File: src/rtl/t3tmr_pkg.sv
`default_nettype none
package t3tmr_pkg;

    // ------------------------------------------------------------
    // Widths
    // ------------------------------------------------------------
    localparam int CNT_W = 24;
    localparam int EV_W = 5;

    // ------------------------------------------------------------
    // Register indices; byte address is four times the index
    // ------------------------------------------------------------
    localparam logic [15:0] IDX_CTRL1 = 16'hA100;
    localparam logic [15:0] IDX_CTRL2 = 16'hA101;
    localparam logic [15:0] IDX_CNT_L = 16'hA102;
    localparam logic [15:0] IDX_CNT_M = 16'hA103;
    localparam logic [15:0] IDX_CNT_H = 16'hA104;
    localparam logic [15:0] IDX_RLD_L = 16'hA105;
    localparam logic [15:0] IDX_CMP_L = 16'hA018;
    localparam logic [15:0] IDX_IRQ_STAT = 16'hA110;
    localparam logic [15:0] IDX_IRQ_CLR = 16'hA111;
    localparam logic [15:0] IDX_IRQ_EN = 16'hA112;

    // ------------------------------------------------------------
    // Field positions of the first control register
    // ------------------------------------------------------------
    localparam int FLAG_LSB = 3;
    localparam int B_WRITE_GATE = 2;

    // ------------------------------------------------------------
    // Field positions of the second control register
    // ------------------------------------------------------------
    localparam int B_CMP2_EN = 7;
    localparam int B_CMP1_EN = 6;
    localparam int B_WRAP24_EN = 5;
    localparam int B_WRAP16_EN = 4;
    localparam int B_WRAP8_EN = 3;
    localparam int B_INIT_SEL = 2;
    localparam int B_RUN = 1;
    localparam int B_AUTO = 0;

    // ------------------------------------------------------------
    // Event positions, same order as the flag field
    // ------------------------------------------------------------
    localparam int EV_WRAP8 = 0;
    localparam int EV_WRAP16 = 1;
    localparam int EV_WRAP24 = 2;
    localparam int EV_CMP1 = 3;
    localparam int EV_CMP2 = 4;

    // ------------------------------------------------------------
    // Reset values and tick selection
    // ------------------------------------------------------------
    localparam logic [7:0] CTRL1_RST = 8'h00;
    localparam logic [7:0] CTRL2_RST = 8'h00;
    localparam logic [CNT_W-1:0] COUNT_RST = 24'h000000;
    localparam logic [EV_W-1:0] EV_RST = 5'h00;
    localparam logic [1:0] TICK_DIV8 = 2'h0;
    localparam logic [1:0] TICK_DIV4 = 2'h1;
    localparam logic [1:0] TICK_DIV2 = 2'h2;
    localparam logic [1:0] TICK_DIV1 = 2'h3;
    localparam logic [2:0] PRESC_RST = 3'h0;

endpackage
`default_nettype wire

File: src/rtl/t3tmr_prescale.sv
`timescale 1ns/1ps
`default_nettype none
module t3tmr_prescale
    import t3tmr_pkg::*;
(
    input wire logic pclk,
    input wire logic presetn,
    input wire logic [1:0] tick_source_select,
    output logic tick
);

    typedef struct packed
    {
        logic [2:0] div;
        logic tick;
    } t3tmr_presc_type;

    t3tmr_presc_type st;
    t3tmr_presc_type next_st;

    // ------------------------------------------------------------
    // Free-running divider of the core clock
    // ------------------------------------------------------------
    always_comb
    begin
        next_st.div = st.div + 3'h1;
        case (tick_source_select)
            TICK_DIV8: next_st.tick = (st.div == 3'h7);
            TICK_DIV4: next_st.tick = (st.div[1:0] == 2'h3);
            TICK_DIV2: next_st.tick = st.div[0];
            TICK_DIV1: next_st.tick = 1'b1;
            default: next_st.tick = 1'b0;
        endcase
    end

    always_ff @(posedge pclk or negedge presetn)
    begin
        if (!presetn)
            st <= '{div: PRESC_RST, tick: 1'b0};
        else
            st <= next_st;
    end

    assign tick = st.tick;

endmodule
`default_nettype wire

File: src/rtl/t3tmr_irq.sv
`timescale 1ns/1ps
`default_nettype none
module t3tmr_irq
    import t3tmr_pkg::*;
(
    input wire logic pclk,
    input wire logic presetn,
    input wire logic [EV_W-1:0] events,
    input wire logic clr_we,
    input wire logic en_we,
    input wire logic [EV_W-1:0] wdata,
    output logic [EV_W-1:0] status,
    output logic [EV_W-1:0] enable,
    output logic irq
);

    typedef struct packed
    {
        logic [EV_W-1:0] status;
        logic [EV_W-1:0] enable;
    } t3tmr_irq_type;

    t3tmr_irq_type st;
    t3tmr_irq_type next_st;

    // ------------------------------------------------------------
    // Sticky status; a new event wins over a clear
    // ------------------------------------------------------------
    always_comb
    begin
        next_st = st;
        if (clr_we)
            next_st.status = st.status & ~wdata;
        next_st.status = next_st.status | events;
        if (en_we)
            next_st.enable = wdata;
    end

    always_ff @(posedge pclk or negedge presetn)
    begin
        if (!presetn)
            st <= '{status: EV_RST, enable: EV_RST};
        else
            st <= next_st;
    end

    assign status = st.status;
    assign enable = st.enable;
    assign irq = |(st.status & st.enable);

endmodule
`default_nettype wire

File: src/rtl/t3tmr_timer3.sv
`timescale 1ns/1ps
`default_nettype none
module t3tmr_timer3
    import t3tmr_pkg::*;
#(
    parameter int ADDR_W = 18
)
(
    input wire logic pclk,
    input wire logic presetn,
    input wire logic psel,
    input wire logic penable,
    input wire logic pwrite,
    input wire logic [ADDR_W-1:0] paddr,
    input wire logic [31:0] pwdata,
    output logic [31:0] prdata,
    output logic pready,
    output logic pslverr,
    output logic irq
);

    // ------------------------------------------------------------
    // State
    // ------------------------------------------------------------
    typedef struct packed
    {
        logic [CNT_W-1:0] count;
        logic [CNT_W-1:0] reload;
        logic [CNT_W-1:0] cmp1;
        logic [EV_W-1:0] flags;
        logic [1:0] tick_sel;
        logic [7:0] ctrl2;
        logic [31:0] prdata;
        logic pslverr;
    } t3tmr_state_type;

    t3tmr_state_type st;
    t3tmr_state_type next_st;

    logic tick;
    logic [EV_W-1:0] ev;
    logic [EV_W-1:0] irq_status;
    logic [EV_W-1:0] irq_enable;
    logic access_wr;
    logic setup;
    logic step;
    logic at_top;
    logic init_wr;
    logic [CNT_W-1:0] count_step;
    logic [7:0] rd_byte;
    logic mapped;
    logic irq_clr_we;
    logic irq_en_we;
    logic ctrl1_wr;
    logic ctrl2_wr;
    logic [2:0] rld_wr;
    logic [2:0] cmp_wr;
    logic wrap8_hit;
    logic wrap16_hit;
    logic wrap24_hit;
    logic cmp1_hit;
    logic cmp2_hit;

    // ------------------------------------------------------------
    // Address decode
    // ------------------------------------------------------------
    function automatic logic hit(input logic [ADDR_W-1:0] a,
                                 input logic [15:0] idx);
        hit = (a == ADDR_W'({idx, 2'b00}));
    endfunction

    function automatic logic [7:0] pick(input logic [CNT_W-1:0] v,
                                        input int b);
        pick = v[8*b +: 8];
    endfunction

    // ------------------------------------------------------------
    // Register selects, decoded once and shared by reads and the control, count and interrupt writes
    // ------------------------------------------------------------
    typedef enum logic [3:0]
    {
        SEL_NONE = 4'h0,
        SEL_CTRL1 = 4'h1,
        SEL_CTRL2 = 4'h2,
        SEL_CNT_L = 4'h3,
        SEL_CNT_M = 4'h4,
        SEL_CNT_H = 4'h5,
        SEL_RLD_L = 4'h6,
        SEL_RLD_M = 4'h7,
        SEL_RLD_H = 4'h8,
        SEL_CMP_L = 4'h9,
        SEL_CMP_M = 4'hA,
        SEL_CMP_H = 4'hB,
        SEL_STAT = 4'hC,
        SEL_CLR = 4'hD,
        SEL_EN = 4'hE
    } t3tmr_sel_type;

    t3tmr_sel_type sel;

    function automatic t3tmr_sel_type decode(input logic [ADDR_W-1:0] a);
        decode = SEL_NONE;
        if (hit(a, IDX_CTRL1))
            decode = SEL_CTRL1;
        else if (hit(a, IDX_CTRL2))
            decode = SEL_CTRL2;
        else if (hit(a, IDX_CNT_L))
            decode = SEL_CNT_L;
        else if (hit(a, IDX_CNT_M))
            decode = SEL_CNT_M;
        else if (hit(a, IDX_CNT_H))
            decode = SEL_CNT_H;
        else if (hit(a, IDX_RLD_L))
            decode = SEL_RLD_L;
        else if (hit(a, IDX_RLD_L + 16'h0001))
            decode = SEL_RLD_M;
        else if (hit(a, IDX_RLD_L + 16'h0002))
            decode = SEL_RLD_H;
        else if (hit(a, IDX_CMP_L))
            decode = SEL_CMP_L;
        else if (hit(a, IDX_CMP_L + 16'h0001))
            decode = SEL_CMP_M;
        else if (hit(a, IDX_CMP_L + 16'h0002))
            decode = SEL_CMP_H;
        else if (hit(a, IDX_IRQ_STAT))
            decode = SEL_STAT;
        else if (hit(a, IDX_IRQ_CLR))
            decode = SEL_CLR;
        else if (hit(a, IDX_IRQ_EN))
            decode = SEL_EN;
    endfunction

    // ------------------------------------------------------------
    // Helpers
    // ------------------------------------------------------------
    t3tmr_prescale u_prescale
    (
        .pclk(pclk),
        .presetn(presetn),
        .tick_source_select(st.tick_sel),
        .tick(tick)
    );

    t3tmr_irq u_irq
    (
        .pclk(pclk),
        .presetn(presetn),
        .events(ev),
        .clr_we(irq_clr_we),
        .en_we(irq_en_we),
        .wdata(pwdata[EV_W-1:0]),
        .status(irq_status),
        .enable(irq_enable),
        .irq(irq)
    );

    // ------------------------------------------------------------
    // Bus phases; zero wait states
    // ------------------------------------------------------------
    assign setup = psel & ~penable;
    assign access_wr = psel & penable & pwrite;
    assign pready = psel & penable;
    assign sel = decode(paddr);
    assign irq_clr_we = access_wr & (sel == SEL_CLR);
    assign irq_en_we = access_wr & (sel == SEL_EN);
    assign init_wr = access_wr & (sel == SEL_CNT_L);
    assign ctrl1_wr = access_wr & (sel == SEL_CTRL1);
    assign ctrl2_wr = access_wr & (sel == SEL_CTRL2);

    // ------------------------------------------------------------
    // Byte strobes of the reload and compare-1 values
    // ------------------------------------------------------------
    for (genvar b = 0; b < 3; b++)
    begin
        assign rld_wr[b] = access_wr & hit(paddr, IDX_RLD_L + 16'(b));
        assign cmp_wr[b] = access_wr & hit(paddr, IDX_CMP_L + 16'(b));
    end

    // ------------------------------------------------------------
    // Counter step
    // ------------------------------------------------------------
    assign step = st.ctrl2[B_RUN] & tick;
    assign at_top = &st.count;

    always_comb
    begin
        count_step = st.count + CNT_W'(1);
        if (at_top && st.ctrl2[B_AUTO])
            count_step = st.reload;
    end

    // ------------------------------------------------------------
    // Events; a step replaced by an initialising write raises none
    // ------------------------------------------------------------
    assign wrap8_hit = &st.count[7:0];
    assign wrap16_hit = &st.count[15:0];
    assign wrap24_hit = at_top;
    // Compares look at the value being stepped to, so a match fires once
    assign cmp1_hit = (count_step == st.cmp1);
    assign cmp2_hit = (count_step == st.reload) & ~st.ctrl2[B_AUTO];

    always_comb
    begin
        ev = EV_RST;
        if (step && !init_wr)
        begin
            ev[EV_WRAP8] = wrap8_hit & st.ctrl2[B_WRAP8_EN];
            ev[EV_WRAP16] = wrap16_hit & st.ctrl2[B_WRAP16_EN];
            ev[EV_WRAP24] = wrap24_hit & st.ctrl2[B_WRAP24_EN];
            ev[EV_CMP1] = cmp1_hit & st.ctrl2[B_CMP1_EN];
            ev[EV_CMP2] = cmp2_hit & st.ctrl2[B_CMP2_EN];
        end
    end

    // ------------------------------------------------------------
    // Read data and map check
    // ------------------------------------------------------------
    always_comb
    begin
        rd_byte = 8'h00;
        mapped = 1'b1;
        case (sel)
            SEL_CTRL1:
                rd_byte = {st.flags, 1'b0, st.tick_sel};
            SEL_CTRL2:
                rd_byte = st.ctrl2;
            SEL_CNT_L:
                rd_byte = pick(st.count, 0);
            SEL_CNT_M:
                rd_byte = pick(st.count, 1);
            SEL_CNT_H:
                rd_byte = pick(st.count, 2);
            SEL_RLD_L:
                rd_byte = pick(st.reload, 0);
            SEL_RLD_M:
                rd_byte = pick(st.reload, 1);
            SEL_RLD_H:
                rd_byte = pick(st.reload, 2);
            SEL_CMP_L:
                rd_byte = pick(st.cmp1, 0);
            SEL_CMP_M:
                rd_byte = pick(st.cmp1, 1);
            SEL_CMP_H:
                rd_byte = pick(st.cmp1, 2);
            SEL_STAT:
                rd_byte = {3'h0, irq_status};
            SEL_EN:
                rd_byte = {3'h0, irq_enable};
            SEL_CLR:
                rd_byte = 8'h00;
            default:
                mapped = 1'b0;
        endcase
    end

    // ------------------------------------------------------------
    // Next state
    // ------------------------------------------------------------
    always_comb
    begin
        next_st = st;

        // Read data is captured in the setup cycle so that it leaves
        // a flip-flop when the access phase completes
        if (setup)
        begin
            next_st.pslverr = ~mapped;
            if (!pwrite)
                next_st.prdata = {24'h000000, rd_byte};
        end

        if (step)
            next_st.count = count_step;

        if (init_wr)
        begin
            if (st.ctrl2[B_INIT_SEL])
                next_st.count = st.reload;
            else
                next_st.count = COUNT_RST;
        end

        if (ctrl1_wr)
        begin
            // Zero clears a flag, one keeps it
            next_st.flags = st.flags
                & pwdata[7:FLAG_LSB];
            if (!pwdata[B_WRITE_GATE])
                next_st.tick_sel = pwdata[1:0];
        end

        // Hardware only ever sets; applied after the clear so it wins
        next_st.flags = next_st.flags | ev;

        if (ctrl2_wr)
            next_st.ctrl2 = pwdata[7:0];

        for (int b = 0; b < 3; b++)
        begin
            if (rld_wr[b])
                next_st.reload[8*b +: 8] = pwdata[7:0];
            if (cmp_wr[b])
                next_st.cmp1[8*b +: 8] = pwdata[7:0];
        end
    end

    // ------------------------------------------------------------
    // Registers
    // ------------------------------------------------------------
    always_ff @(posedge pclk or negedge presetn)
    begin
        if (!presetn)
        begin
            st.count <= COUNT_RST;
            st.reload <= COUNT_RST;
            st.cmp1 <= COUNT_RST;
            st.flags <= CTRL1_RST[7:FLAG_LSB];
            st.tick_sel <= CTRL1_RST[1:0];
            st.ctrl2 <= CTRL2_RST;
            st.prdata <= 32'h00000000;
            st.pslverr <= 1'b0;
        end
        else
        begin
            st <= next_st;
        end
    end

    // ------------------------------------------------------------
    // Outputs
    // ------------------------------------------------------------
    assign prdata = st.prdata;
    assign pslverr = st.pslverr & psel & penable;

endmodule
`default_nettype wire

File: config.mk
export PLATFORM = sky130hd
export DESIGN_NAME = t3tmr_timer3
export DESIGN_NICKNAME = d
export VERILOG_FILES = /design/src/rtl/t3tmr_pkg.sv /design/src/rtl/t3tmr_prescale.sv /design/src/rtl/t3tmr_irq.sv /design/src/rtl/t3tmr_timer3.sv
export SDC_FILE = /design/constraint.sdc
export NUM_CORES = 1
export LEC_CHECK = 0
export BUFFER_PORTS_ARGS = -buffer_cell sky130_fd_sc_hd__buf_4
export CAP_MARGIN = 10
export CORE_ASPECT_RATIO = 1.25
export CORE_UTILIZATION = 44
export CTS_BUF_LIST = sky130_fd_sc_hd__clkbuf_16
export DETAILED_ROUTE_END_ITERATION = 10
export PLACE_DENSITY = 0.63
export SLEW_MARGIN = 15
export SYNTH_ARGS = -nofsm -noshare
export SYNTH_HDL_FRONTEND = slang
export SYNTH_SLANG_ARGS = --single-unit
File: constraint.sdc
create_clock -name pclk -period 3.1 [get_ports pclk]
set_input_delay 0.62 -clock pclk [delete_from_list [all_inputs] [get_ports pclk]]
set_output_delay 0.62 -clock pclk [all_outputs]
set_load 0.05 [all_outputs]
# Word level (Yosys, flattened, before mapping)
# Index checks and enable logic that the tools add are counted.
dict set report totals {
  register_bits 110
  inputBits 55
  out_inout_bits 35
  elab_cells 124
}
dict set report classes {
  n_addsub 2
  eq_ne 35
  n_mux 25
  bitwise 34
  n_reduce_logical 12
}
# cell count
set ops {}
lappend ops {{$eq 18x18->1 const B} 14}
lappend ops {{$pmux 8 s13} 1}
lappend ops {{$mux 24} 4}
lappend ops {{$mux 4} 14}
lappend ops {{$eq 24x24->1} 2}
lappend ops {{$eq 4x4->1 const B} 7}
lappend ops {{$add 24x1->24 const B} 1}
lappend ops {{$reduce_and 24->1} 1}
lappend ops {{$and 1x1->1} 23}
lappend ops {{$eq 4x3->1 const B} 4}
lappend ops {{$reduce_and 16->1} 1}
lappend ops {{$and 5x5->5} 3}
lappend ops {{$reduce_or 14->1} 1}
lappend ops {{$mux 5} 2}
lappend ops {{$or 5x5->5} 2}
lappend ops {{$eq 4x2->1 const B} 2}
lappend ops {{$reduce_and 8->1} 1}
lappend ops {{$mux 7} 1}
lappend ops {{$eq 2x2->1 const B} 3}
lappend ops {{$not 1->1} 5}
lappend ops {{$not 5->5} 1}
lappend ops {{$reduce_or 5->1} 1}
lappend ops {{$eq 4x1->1 const B} 1}
lappend ops {{$pmux 1 s4} 1}
lappend ops {{other kinds (10)} 12}

# Logic depth before layout (Yosys ltp)
# Gate-level depths: netlist of the first run.
dict set report depth {
  ltp_word 21
  ltp_mapped 12
  depth_no_buf 10
}

# By module
# From an unflattened synthesis of the first run, not the netlist that was laid out.
dict set report hier_totals {
  cells_unflattened 783
  hier_area_um2 7214.4
}
# mod n_inst cells_each area_per_inst_um2 seq_area_each_um2
set modules_own_cells {}
lappend modules_own_cells {t3tmr_timer3 1 745 6677.7 2402.3}
lappend modules_own_cells {t3tmr_irq 1 28 384.1 250.2}
lappend modules_own_cells {t3tmr_prescale 1 10 152.6 100.1}

# Worst setup path before layout of the first run
# No wires, ideal clock.
dict set report synth_timing {
  path_type {input to register}
  start {input port paddr[11]}
  end {register st[41] (netlist bit)}
  setup_time_ps 125
  arrival_time_ps 2905
  required_ps 2975
  slack_ps 70
  cell_stages 9
  n_path_buf 1
  cell_sequence {or4b_1 > or4_1 > clkbuf_1 > nor2_1 > inv_2 > a21oi_1 > nand2_2 > nor2_1 > mux2_2}
}
dict set report synth_between {
  elab_chain_len 18
  elab_cells_between_ends 31
  classes_between {eq/ne (15); mux (14); bitwise (1); reduce/logical (1)}
}
# item line
set synth_rtl {}
lappend synth_rtl {{start: declaration} t3tmr_timer3.sv:14} ;# input wire logic [ADDR_W-1:0] paddr,
lappend synth_rtl {{$eq 18x18->1} t3tmr_timer3.sv:69} ;# hit = (a == ADDR_W'({idx, 2'b00}));
lappend synth_rtl {{$mux 4} t3tmr_timer3.sv:129} ;# else if (hit(a, IDX_IRQ_EN))
lappend synth_rtl {{$mux 4} t3tmr_timer3.sv:127} ;# else if (hit(a, IDX_IRQ_CLR))
lappend synth_rtl {{$mux 4} t3tmr_timer3.sv:125} ;# else if (hit(a, IDX_IRQ_STAT))
lappend synth_rtl {{$mux 4} t3tmr_timer3.sv:123} ;# else if (hit(a, IDX_CMP_L + 16'h0002))
lappend synth_rtl {{$mux 4} t3tmr_timer3.sv:121} ;# else if (hit(a, IDX_CMP_L + 16'h0001))
lappend synth_rtl {{$mux 4} t3tmr_timer3.sv:119} ;# else if (hit(a, IDX_CMP_L))
lappend synth_rtl {{$mux 4} t3tmr_timer3.sv:117} ;# else if (hit(a, IDX_RLD_L + 16'h0002))
lappend synth_rtl {{[... 2 more ...]} -}
lappend synth_rtl {{$mux 4} t3tmr_timer3.sv:111} ;# else if (hit(a, IDX_CNT_H))
lappend synth_rtl {{$mux 4} t3tmr_timer3.sv:109} ;# else if (hit(a, IDX_CNT_M))
lappend synth_rtl {{$mux 4} t3tmr_timer3.sv:107} ;# else if (hit(a, IDX_CNT_L))
lappend synth_rtl {{$mux 4} t3tmr_timer3.sv:105} ;# else if (hit(a, IDX_CTRL2))
lappend synth_rtl {{$mux 4 *} t3tmr_timer3.sv:103} ;# if (hit(a, IDX_CTRL1))
lappend synth_rtl {{$eq 4x1->1 *} t3tmr_timer3.sv:167} ;# assign ctrl1_wr = access_wr & (sel == SEL_CTRL1);
lappend synth_rtl {{$and 1x1->1 *} t3tmr_timer3.sv:167}
lappend synth_rtl {{$reduce_and 2->1 (no source line) *} -}
lappend synth_rtl {{end signal: assignment} t3tmr_timer3.sv:325} ;# st <= next_st;
lappend synth_rtl {{end: declaration} t3tmr_timer3.sv:37} ;# t3tmr_state_type st;
# Every way passes the cells marked *; elsewhere a longest branch is shown, timed or not.
# A chain may end at the register's enable or synchronous reset.

==> results of run 1 <==
==> sequential cells by signal, indices dropped and copies added (netlist names) <==
name / flops
prdata: 8
u_prescale.tick: 1
u_prescale.st: 3
u_irq.status: 5
u_irq.enable: 5
st: 88
==> layout by cell type (no fill, tap or decap), types with 5 or more instances in the layout <==
master and instances:
dfrtp_1 103, buf_4 138, xnor2_1 31, a31oi_1 6, xor2_1 20, nand3_1 18
a22oi_1 10, nor3_1 10, conb_1 24, nand4_1 13, o21ai_0 35, dfrtp_2 7
o211ai_1 5, a21boi_0 6, a21oi_1 49, a211oi_1 10, or3_1 6, and3_1 6
a221oi_1 9, a222oi_1 14, inv_1 16, or4_1 5, clkbuf_16 9, nor4_1 11
a21o_1 5, nand2_1 104, nor2_1 56, o22ai_1 5, mux2_2 57
==> area by class of cell <==
type                            instances  area (um2)
Clock buffer                            9         225
Inverter                               17        63.8
Fill cell                            1503        7210
Tap cell                              212         265
Clock inverter                          7         116
Multi-Input combinational cell        609        4020
Timing Repair Buffer                  141        1100
Sequential cell                       110        2760
==> path summary, 6_finish.rpt <==
kind | from | to | cells after the start
min in group pclk | u_prescale.st[1] | u_prescale.st[1] | 1
max in group asynchronous | presetn | st[100] | 2
max reg2reg | st[104] | u_irq.status[4] | 10
min reg2reg | u_prescale.st[1] | u_prescale.st[1] | 1
min | presetn | st[0] | 1
max | st[104] | u_irq.status[4] | 10
==> metal layers <==
metal,part of all wire (%),GRT usage (%),vias up
met4,5.7,19.2,0
met2,48,58.0,324
met5,0,0,-
met3,6.8,7.16,99
li1,-,-,3030
met1,40,43.8,3488
==> logic make-up (layout without fill, tap and decap cells) <==
group	after synthesis	in the layout	share of synthesized area (%)
and+or+nand+nor	283	283	20.3
adders and majority gates	3	3	0.522
other	1	24	0.0522
DFF	110	110	38.3
buffers and inverters	87	174	7.24
xor gates and xnor gates	51	51	6.22
muxes	61	61	9.54
AOI/OAI and AO/OA	187	187	17.8
==> power groups by stage <==
stage	clock (mW)	sequential (mW)	combinational [mW]
2_1_floorplan	0	1.49	0.225
3_5_place_dp	0	1.49	0.299
3_3_place_gp	0	1.49	0.296
5_1_grt	1.41	1.46	0.319
6_report	1.34	1.46	0.298
4_1_cts	1.36	1.46	0.299
==> critical path: cells and delay by family (launching register included) <==
family / cells / cell delay, ns
and+or+nand+nor: 6 / 1.56
DFF: 1 / 0.43
buffers and inverters: 1 / 0.19
AOI/OAI and AO/OA: 3 / 0.77
==> repair_timing <==
item,CTS,global route
hold endpoints to repair,0,0
setup endpoints to repair,0,4
gates resized for setup,0,14
buffers inserted,0,1
==> results.ini, run 1 <==
[flow_run]
maxCapViolations=0

[sta]
maxSlewHeadroom_pct=24.6
period_share_pct=97.3
whs_ns=0.270
grt_setup_unrepaired=no
setup_viol=0
worst_clock_skew_ns=0.0110
fmax_mhz=332
final.setup.worst_slack_ns=0.0851
layout_min_cycle_time_ns=3.01
hold_viol=0
slew_viol_final=0
setup-tns-final_ns=0
worst_pin_slew_ns=1.13

[grt]
antenna_found_initial=0
groute.usage.overall_pct=35.5
grt-ovfl-total=0
grt_pass1_vias=6737
grt_start_max_net_pins=50
grt_pass1_wl_um=41900

[cts]
numClockSinks=110
clock_latency_ns=0.37
clock_path_buffers=2
cts_tree=yes
numCtsBuffers=9
ctsHoldBuffers=0
clkTransAtPathRegs_ns=0.09
cts_root_buf=clkbuf_16
htreeDepth=3

[logic_synthesis]
synthesis.area_um2=7190
synthArstFlopShare_pct=100
synthTopCellsByArea=dfrtp_1 (38%), mux2_2 (8.9%), nand2_1 (5.5%)
ys.warnings.count=0
synth_common_cells=dfrtp_1 (110), nand2_1 (105), mux2_2 (57)
ys_seq_area_share_pct=38.3
syn_area_per_cell_um2=9.18
synth-seq-cells=110
synth_flop_cell=dfrtp_1
yosysMostFrequentCell=dfrtp_1
synthCells=783
synth_top_area_share_pct=38.3
yosysUniqueCellTypes=81
synth_edf_count=0
yosysTopAreaCell=dfrtp_1

[critical_path]
critPathKind=register to register
crit_path_end_kind=register
slowest_stage=or4_4
cp.arrival_ns=3.31
worstPathRequired_ns=3.40
slowest_delay_ns=0.53
rrSetupSlack_ns=0.09
startpoint_type=register
cp_cell_sequence=nand4_4 > or4_4 > or3_1 > and2_1 > a2111oi_2 > nand4_1 > o31ai_1 > o2111ai_1 > buf_4 > nand2_1
crit_fanout=3

[layout]
finalNonFillerCells=1105
antenna_cells=0
fin_util_pct=54.3
layout-drive-gt1-share_pct=28.2
fin_area_um2=8550
syn2layout_area_growth_pct=19.0
nets=946

[place]
dpl_cell_area_um2=8170
place_congestion=0.971
pre_cts_slack_ns=0.00222
hpwl_um=22100
dp.cells=1088
port_buffers=41

[status]
status=finished clean

[detailed_routing]
drt_iter0_markers=754
via_per_inst=6.28
num_vias=6941
wl_um=28600
drt-pass1-iter-count=6
drcViolationCount=0
avgRoutedWirePerCell_um=25.9
final_antenna_net_count=0

[die]
rows=51
core_um2=15800
start_util_pct=45.6
fp.dieW_um=116
dieArea_um2=16900
io_pins=90
die_y_um=145

[power]
switching_share_pct=27.2
comb_power_share_pct=9.6
p_per_area_nw_per_um2=362
p_clk_share_pct=43.2
power_frac_seq_pct=47.2
peakVddDrop_mv=0.365
p_sw_mw=0.842
power.total_mw=3.10
internal-power_mw=2.26
p_leak_nw=3.83

[hold_path]
hold_class=input pin to asynchronous set/reset pin

Note: power is estimated with default switching activity, not from simulation.
==> inputs of run 2 (changes only) <==
--- a/config.mk
+++ b/config.mk
@@ -7,12 +7,15 @@
 export LEC_CHECK = 0
 export BUFFER_PORTS_ARGS = -buffer_cell sky130_fd_sc_hd__buf_4
 export CAP_MARGIN = 10
+export CELL_PAD_IN_SITES_DETAIL_PLACEMENT = 1
+export CELL_PAD_IN_SITES_GLOBAL_PLACEMENT = 2
 export CORE_ASPECT_RATIO = 1.25
-export CORE_UTILIZATION = 44
+export CORE_UTILIZATION = 37
 export CTS_BUF_LIST = sky130_fd_sc_hd__clkbuf_16
 export DETAILED_ROUTE_END_ITERATION = 10
-export PLACE_DENSITY = 0.63
-export SLEW_MARGIN = 15
+export PLACE_DENSITY = 0.82
+export RECOVER_POWER = 100
+export SLEW_MARGIN = 20
 export SYNTH_ARGS = -nofsm -noshare
 export SYNTH_HDL_FRONTEND = slang
 export SYNTH_SLANG_ARGS = --single-unit
==> run 2 against run 1 <==
The run now ends with capacitance limit, slew limit left; design area down 2.2%; largest power group unchanged; power down 3.1%; cell count up 1.3%; via count up 0.27%; routed wire length up 5.3%; first-iteration DRC count down 18%; maximum frequency down 1.1%; sequential cell count unchanged; die area up 19%; clock-buffer cell count unchanged; sequential power about the same.
==> results.ini, run 2 (synthesis results as in run 1) <==
[status]
status=complete, but fails checks
violations=capacitance limit, slew limit

[layout]
top_register=st
nets=940  ; -0.63%
antenna_cells=0  ; unchanged
most-common-layout-cells=dfrtp_1 (109), nand2_1 (105), buf_4 (100)
largest_reg_flops=88  ; unchanged
syn2layout_area_growth_pct=16.4
fin_area_um2=8370  ; -2.2%
layout_commonest_cell=dfrtp_1
layout-drive-gt1-share_pct=23.8  ; -4.4 points
reg.largest.list=st x88, prdata x8

[detailed_routing]
drcViolationCount=0  ; unchanged
final_antenna_net_count=0  ; unchanged
avgRoutedWirePerCell_um=26.9  ; +4.0%
wl_um=30100  ; +5.3%
via_per_inst=6.22  ; -0.98%
num_vias=6960  ; +0.27%
drt-pass1-iter-count=8  ; +2
drt_iter0_markers=617  ; -18%

[sta]
slew_viol_final=54  ; +54
maxSlewHeadroom_pct=-3.65  ; -28 points
grt_setup_unrepaired=no
setup-tns-final_ns=0  ; unchanged
hold_viol=0  ; unchanged
fmax_mhz=328  ; -1.1%
worst_pin_slew_ns=1.55  ; +0.423 ns
worst_clock_skew_ns=0.00770  ; -0.00325 ns
setup_viol=0  ; unchanged
period_share_pct=98.3  ; +1.1 points
layout_min_cycle_time_ns=3.05  ; +0.0339 ns

[critical_path]
worstPathRequired_ns=3.41  ; about the same
cp.arrival_ns=3.36  ; +0.05 ns
rr_endpoint=st[47]
worstSetupStartpoint=st[104]
crit_fanout=4  ; +1
rr_startpoint=st[104]
rrSetupSlack_ns=0.05  ; -0.03 ns
crit_path_end_kind=register
timing.critical_path.to=st[47]
critPathKind=register to register
r2r_cells=10  ; unchanged
startpoint_type=register

[cts]
ctsHoldBuffers=0  ; unchanged
clock_latency_ns=0.37  ; about the same
cts_root_buf=clkbuf_16
htreeDepth=3  ; unchanged
numCtsBuffers=9  ; unchanged
clock_path_buffers=2  ; unchanged
clkTransAtPathRegs_ns=0.08  ; about the same
cts_tree=yes
numClockSinks=110  ; unchanged

[die]
core_um2=18900  ; +20%
rows=56  ; +9.8%
start_util_pct=38.0  ; -7.6 points
io_pins=90  ; unchanged
dieArea_um2=20000  ; +19%
die_y_um=158  ; +8.9%
fp.dieW_um=127  ; +8.9%

[place]
hpwl_um=23000  ; +4.2%
port_buffers=41  ; unchanged
place_congestion=0.967  ; -0.46%
dpl_cell_area_um2=8140  ; -0.43%

[grt]
grt_pass1_wl_um=45100  ; +7.6%
groute.usage.overall_pct=31.1  ; -4.4 points
grt-ovfl-total=0  ; unchanged
grt_pass1_vias=7319  ; +8.6%
antenna_found_initial=0  ; unchanged
grt_start_max_net_pins=54  ; +8.0%

[hold_path]
hold_class=register to register
min_from=u_prescale.st[1]
min_path_cells=1

[power]
peakVddDrop_mv=0.283  ; -22%
p_per_area_nw_per_um2=359  ; -0.99%
power.total_mw=3.00  ; -3.1%
p_leak_nw=3.69  ; -3.5%

[flow_run]
maxCapViolations=1  ; +1

run 2: cell types whose count changed in the layout (fill, tap and decap cells not counted), sizes merged:
cell / previous run / this run
buf: 141 / 101
clkbuf: 9 / 43
bufinv: 2 / 1
inv: 20 / 21
run 2: how the worst min path moves through the flow:
stage and end:
2_1_floorplan prdata[0], 4_1_cts st[104], 6_report u_prescale.st[1], 3_5_place_dp u_prescale.st[1], 5_1_grt u_prescale.st[3], 3_3_place_gp u_prescale.st[1]
run 2: timing repair:
item / 4_1_cts / 5_1_grt
gates cloned: 0 / 0
pin swaps: 0 / 6
buffers inserted: 0 / 3
resized for setup: 3 / 12
setup endpoints to repair: 4 / 4
run 2: per-stage QoR:
step | cells | utilization (%) | setup slack (ns) | hold WS [ns]
after global placement | 1100 | 43.0 | -0.0420 | 0.438
after global routing | 1119 | 44.2 | 0.000799 | 0.518
after detailed placement | 1100 | 43.0 | -0.101 | 0.455
after floorplan | 806 | - | 0.0699 | 0.324
after CTS | 1116 | 44.7 | 0.0247 | 0.356
final | 1119 | 44.2 | 0.0512 | 0.465
run 2: per-layer routing:
layer	GRT usage, %	part of all wire (%)	up-vias
met4	21.7	7.4	0
met5	0	0	-
met1	37.0	40	3474
li1	-	-	3025
met3	4.83	6.0	110
met2	51.7	47	351
run 2: final cells by class:
class | count | area [um2]
Clock buffer | 9 | 225
Clock inverter | 7 | 87.6
Fill cell | 2273 | 10600
Inverter | 17 | 63.8
Multi-Input combinational cell | 609 | 4030
Sequential cell | 110 | 2750
Tap cell | 232 | 290
Timing Repair Buffer | 135 | 916
run 2: where the power goes:
part           leakage, nW  internal [mW]  switching (mW)  total [mW]
Clock                0.153          0.647           0.612        1.26
Combinational         2.08         0.0554           0.228       0.283
Sequential            1.46           1.45         0.00968        1.46
Total                 3.69           2.15           0.849        3.00
run 2: critical path: stages (launching register included):
cell and delay [ns]:
dfrtp_1 0.43, nand4_4 0.16, or4_4 0.54, buf_4 0.16, or3_1 0.38, mux2i_1 0.44
buf_4 0.20, nor2_1 0.04, a21oi_1 0.25, o2111ai_2 0.27, nand2_1 0.12
==> inputs of run 3 (changes only) <==
--- a/config.mk
+++ b/config.mk
@@ -7,13 +7,14 @@
 export LEC_CHECK = 0
 export BUFFER_PORTS_ARGS = -buffer_cell sky130_fd_sc_hd__buf_4
 export CAP_MARGIN = 10
-export CELL_PAD_IN_SITES_DETAIL_PLACEMENT = 1
-export CELL_PAD_IN_SITES_GLOBAL_PLACEMENT = 2
+export CELL_PAD_IN_SITES_DETAIL_PLACEMENT = 0
+export CELL_PAD_IN_SITES_GLOBAL_PLACEMENT = 1
 export CORE_ASPECT_RATIO = 1.25
-export CORE_UTILIZATION = 37
+export CORE_MARGIN = 2
+export CORE_UTILIZATION = 44
 export CTS_BUF_LIST = sky130_fd_sc_hd__clkbuf_16
 export DETAILED_ROUTE_END_ITERATION = 10
-export PLACE_DENSITY = 0.82
+export PLACE_DENSITY = 0.79
 export RECOVER_POWER = 100
 export SLEW_MARGIN = 20
 export SYNTH_ARGS = -nofsm -noshare
==> run 3 against run 2 <==
The flow now finishes without violations; non-clock buffer count increased by 14; largest cell class unchanged; highest routed layer unchanged; clock skew increased by 0.0041 ns; die area decreased by 13%; via count increased by 0.40%; design area increased by 1.1%; sequential share of layout area decreased by 0.35 points; clock-buffer cell count unchanged; sequential cell count unchanged; largest power group unchanged; clock power about the same; register-to-register slack about the same; critical path depth increased by 1; worst hold slack improved by 0.0020 ns.
==> results.ini, run 3 (synthesis results as in run 1) <==
[status]
status=finished clean

[layout]
multi_input_area_um2=4040  ; +0.22%
antenna_cells=0  ; unchanged
finalNonFillerCells=1117  ; -0.18%
most-common-layout-cells=buf_4 (115), dfrtp_1 (109), nand2_1 (105)
reg.largest.list=st x88, prdata x8
seq_area_um2=2750  ; unchanged
fillers=1584  ; -30%
nets=954  ; +1.5%
layout_commonest_cell=buf_4
syn2layout_area_growth_pct=17.7
largest_reg_flops=88  ; unchanged
layout-drive-gt1-share_pct=24.9  ; +1.1 points
top_register=st

[flow_run]
maxCapViolations=0  ; -1

[detailed_routing]
final_antenna_net_count=0  ; unchanged
wl_um=28700  ; -4.7%
drt_iter0_markers=931  ; +51%
drt-pass1-iter-count=6  ; -2
avgRoutedWirePerCell_um=25.7  ; -4.5%
num_vias=6988  ; +0.40%
via_per_inst=6.26  ; +0.58%
drcViolationCount=0  ; unchanged

[cts]
numClockSinks=110  ; unchanged
cts_tree=yes
clock_path_buffers=2  ; unchanged
clock_latency_ns=0.37  ; about the same
postCtsSetupRepairBufs=0  ; unchanged
numCtsBuffers=9  ; unchanged
clkTransAtPathRegs_ns=0.09  ; about the same
cts_root_buf=clkbuf_16
htreeDepth=3  ; unchanged

[die]
die_y_um=147  ; -6.9%
core_um2=16100  ; -15%
rows=52  ; -7.1%
fp.dieW_um=118  ; -6.6%
io_pins=90  ; unchanged
dieArea_um2=17400  ; -13%
start_util_pct=44.7  ; +6.7 points

[sta]
slew_viol_final=0  ; -100%
layout_min_cycle_time_ns=3.04  ; -0.00592 ns
fmax_mhz=329  ; +0.19%
maxSlewHeadroom_pct=17.3  ; +21 points
period_share_pct=98.2  ; -0.19 points
hold_viol=0  ; unchanged
setup_viol=0  ; unchanged
final.setup.worst_slack_ns=0.0571  ; +0.00592 ns
worst_pin_slew_ns=1.24  ; -0.314 ns
worst_clock_skew_ns=0.0118  ; +0.00411 ns

[grt]
grt_start_max_net_pins=49  ; -9.3%
antenna_found_initial=0  ; unchanged
grt_pass1_wl_um=43200  ; -4.3%
grt_pass1_vias=6742  ; -7.9%
grt-ovfl-total=0  ; unchanged
groute.usage.overall_pct=33.4  ; +2.3 points

[power]
peakVddDrop_mv=0.308  ; +8.7%
p_leak_nw=3.76  ; +1.8%
power.total_mw=2.97  ; -0.96%
p_per_area_nw_per_um2=352  ; -2.0%

[critical_path]
startpoint_type=register
slowest_stage=or4_4
cp_cell_sequence=nand4_1 > or4_4 > buf_4 > or3_1 > buf_4 > a211oi_1 > a211oi_1 > nand4_1 > nor4_1 > buf_4 > or2_1
worstPathRequired_ns=3.35  ; -0.06 ns
slowest_delay_ns=0.56  ; +0.02 ns
critPathKind=register to register
cp_common_cell=buf_4
cp.arrival_ns=3.29  ; -0.07 ns
crit_path_end_kind=register
crit_fanout=5  ; +1

[hold_path]
hold_class=register to register

[place]
port_buffers=41  ; unchanged
place_congestion=0.988  ; +2.2%
dp.cells=1101  ; +0.091%
pre_cts_slack_ns=-0.00855  ; +0.0922 ns
hpwl_um=22300  ; -3.2%

==> run 3: changes by cell type in the layout (fill, tap and decap cells not counted), sizes merged <==
cell    change
buf        +15
bufinv      -1
clkbuf      -1
clkinv      +3
inv         -2
==> run 3: power breakdown <==
group	switching, mW	internal (mW)	leakage, nW
sequential	0.00873	1.45	1.46
combinational	0.223	0.0547	2.15
clock	0.652	0.584	0.151
total	0.884	2.09	3.76
==> run 3: metal layers <==
metal  up-vias  track usage [%]  share of wire [%]
met5         -                0                  0
met2       435             53.7                 46
met4         0             13.0                4.9
met1      3420             45.0                 40
met3        84             5.59                8.5
li1       3049                -                  -
==> run 3: path summary, 6_finish.rpt <==
kind,start,to,slack (ns),cells past startpoint
setup / recovery,st[111],st[46],0.06,11
hold / removal,u_prescale.st[1],u_prescale.st[1],0.47,1
setup reg to reg,st[111],st[46],0.06,11
hold reg to reg,u_prescale.st[1],u_prescale.st[1],0.47,1
max in group asynchronous,presetn,st[39],0.73,2
min in group asynchronous,presetn,st[103],0.48,1
==> run 3: final cells by class <==
cell class	count	share of cell area, %
multi-input cells	609	47.8
flip-flops and latches	110	32.6
repair buffers	149	12.0
well taps	216	3.20
clock buffers	9	2.66
clock inverters	7	1.02
inverters	17	0.755
==> run 3: repair_timing <==
item | in CTS | in global routing
resized for setup | 2 | 13
setup endpoints to repair | 2 | 4
hold buffers | 0 | 0
pin swaps | 0 | 5
==> run 3: metrics by stage <==
stage / TNS (ns) / util [%] / hold WS (ns) / cell area [um2]
after floorplan: 0 / - / 0.324 / 7270
after global placement: 0 / 51.3 / 0.435 / 8240
after detailed placement: -0.0162 / 51.3 / 0.458 / 8250
after CTS: 0 / 53.3 / 0.291 / 8570
after global routing: -0.0180 / 52.6 / 0.480 / 8460
final: 0 / 52.6 / 0.467 / 8460
==> run 3: critical path, delay by kind of cell (launching register included) <==
family | cells | cell delay (ns)
simple gates | 6 | 1.60
buf+inv | 3 | 0.53
flops | 1 | 0.43
compound gates | 2 | 0.37
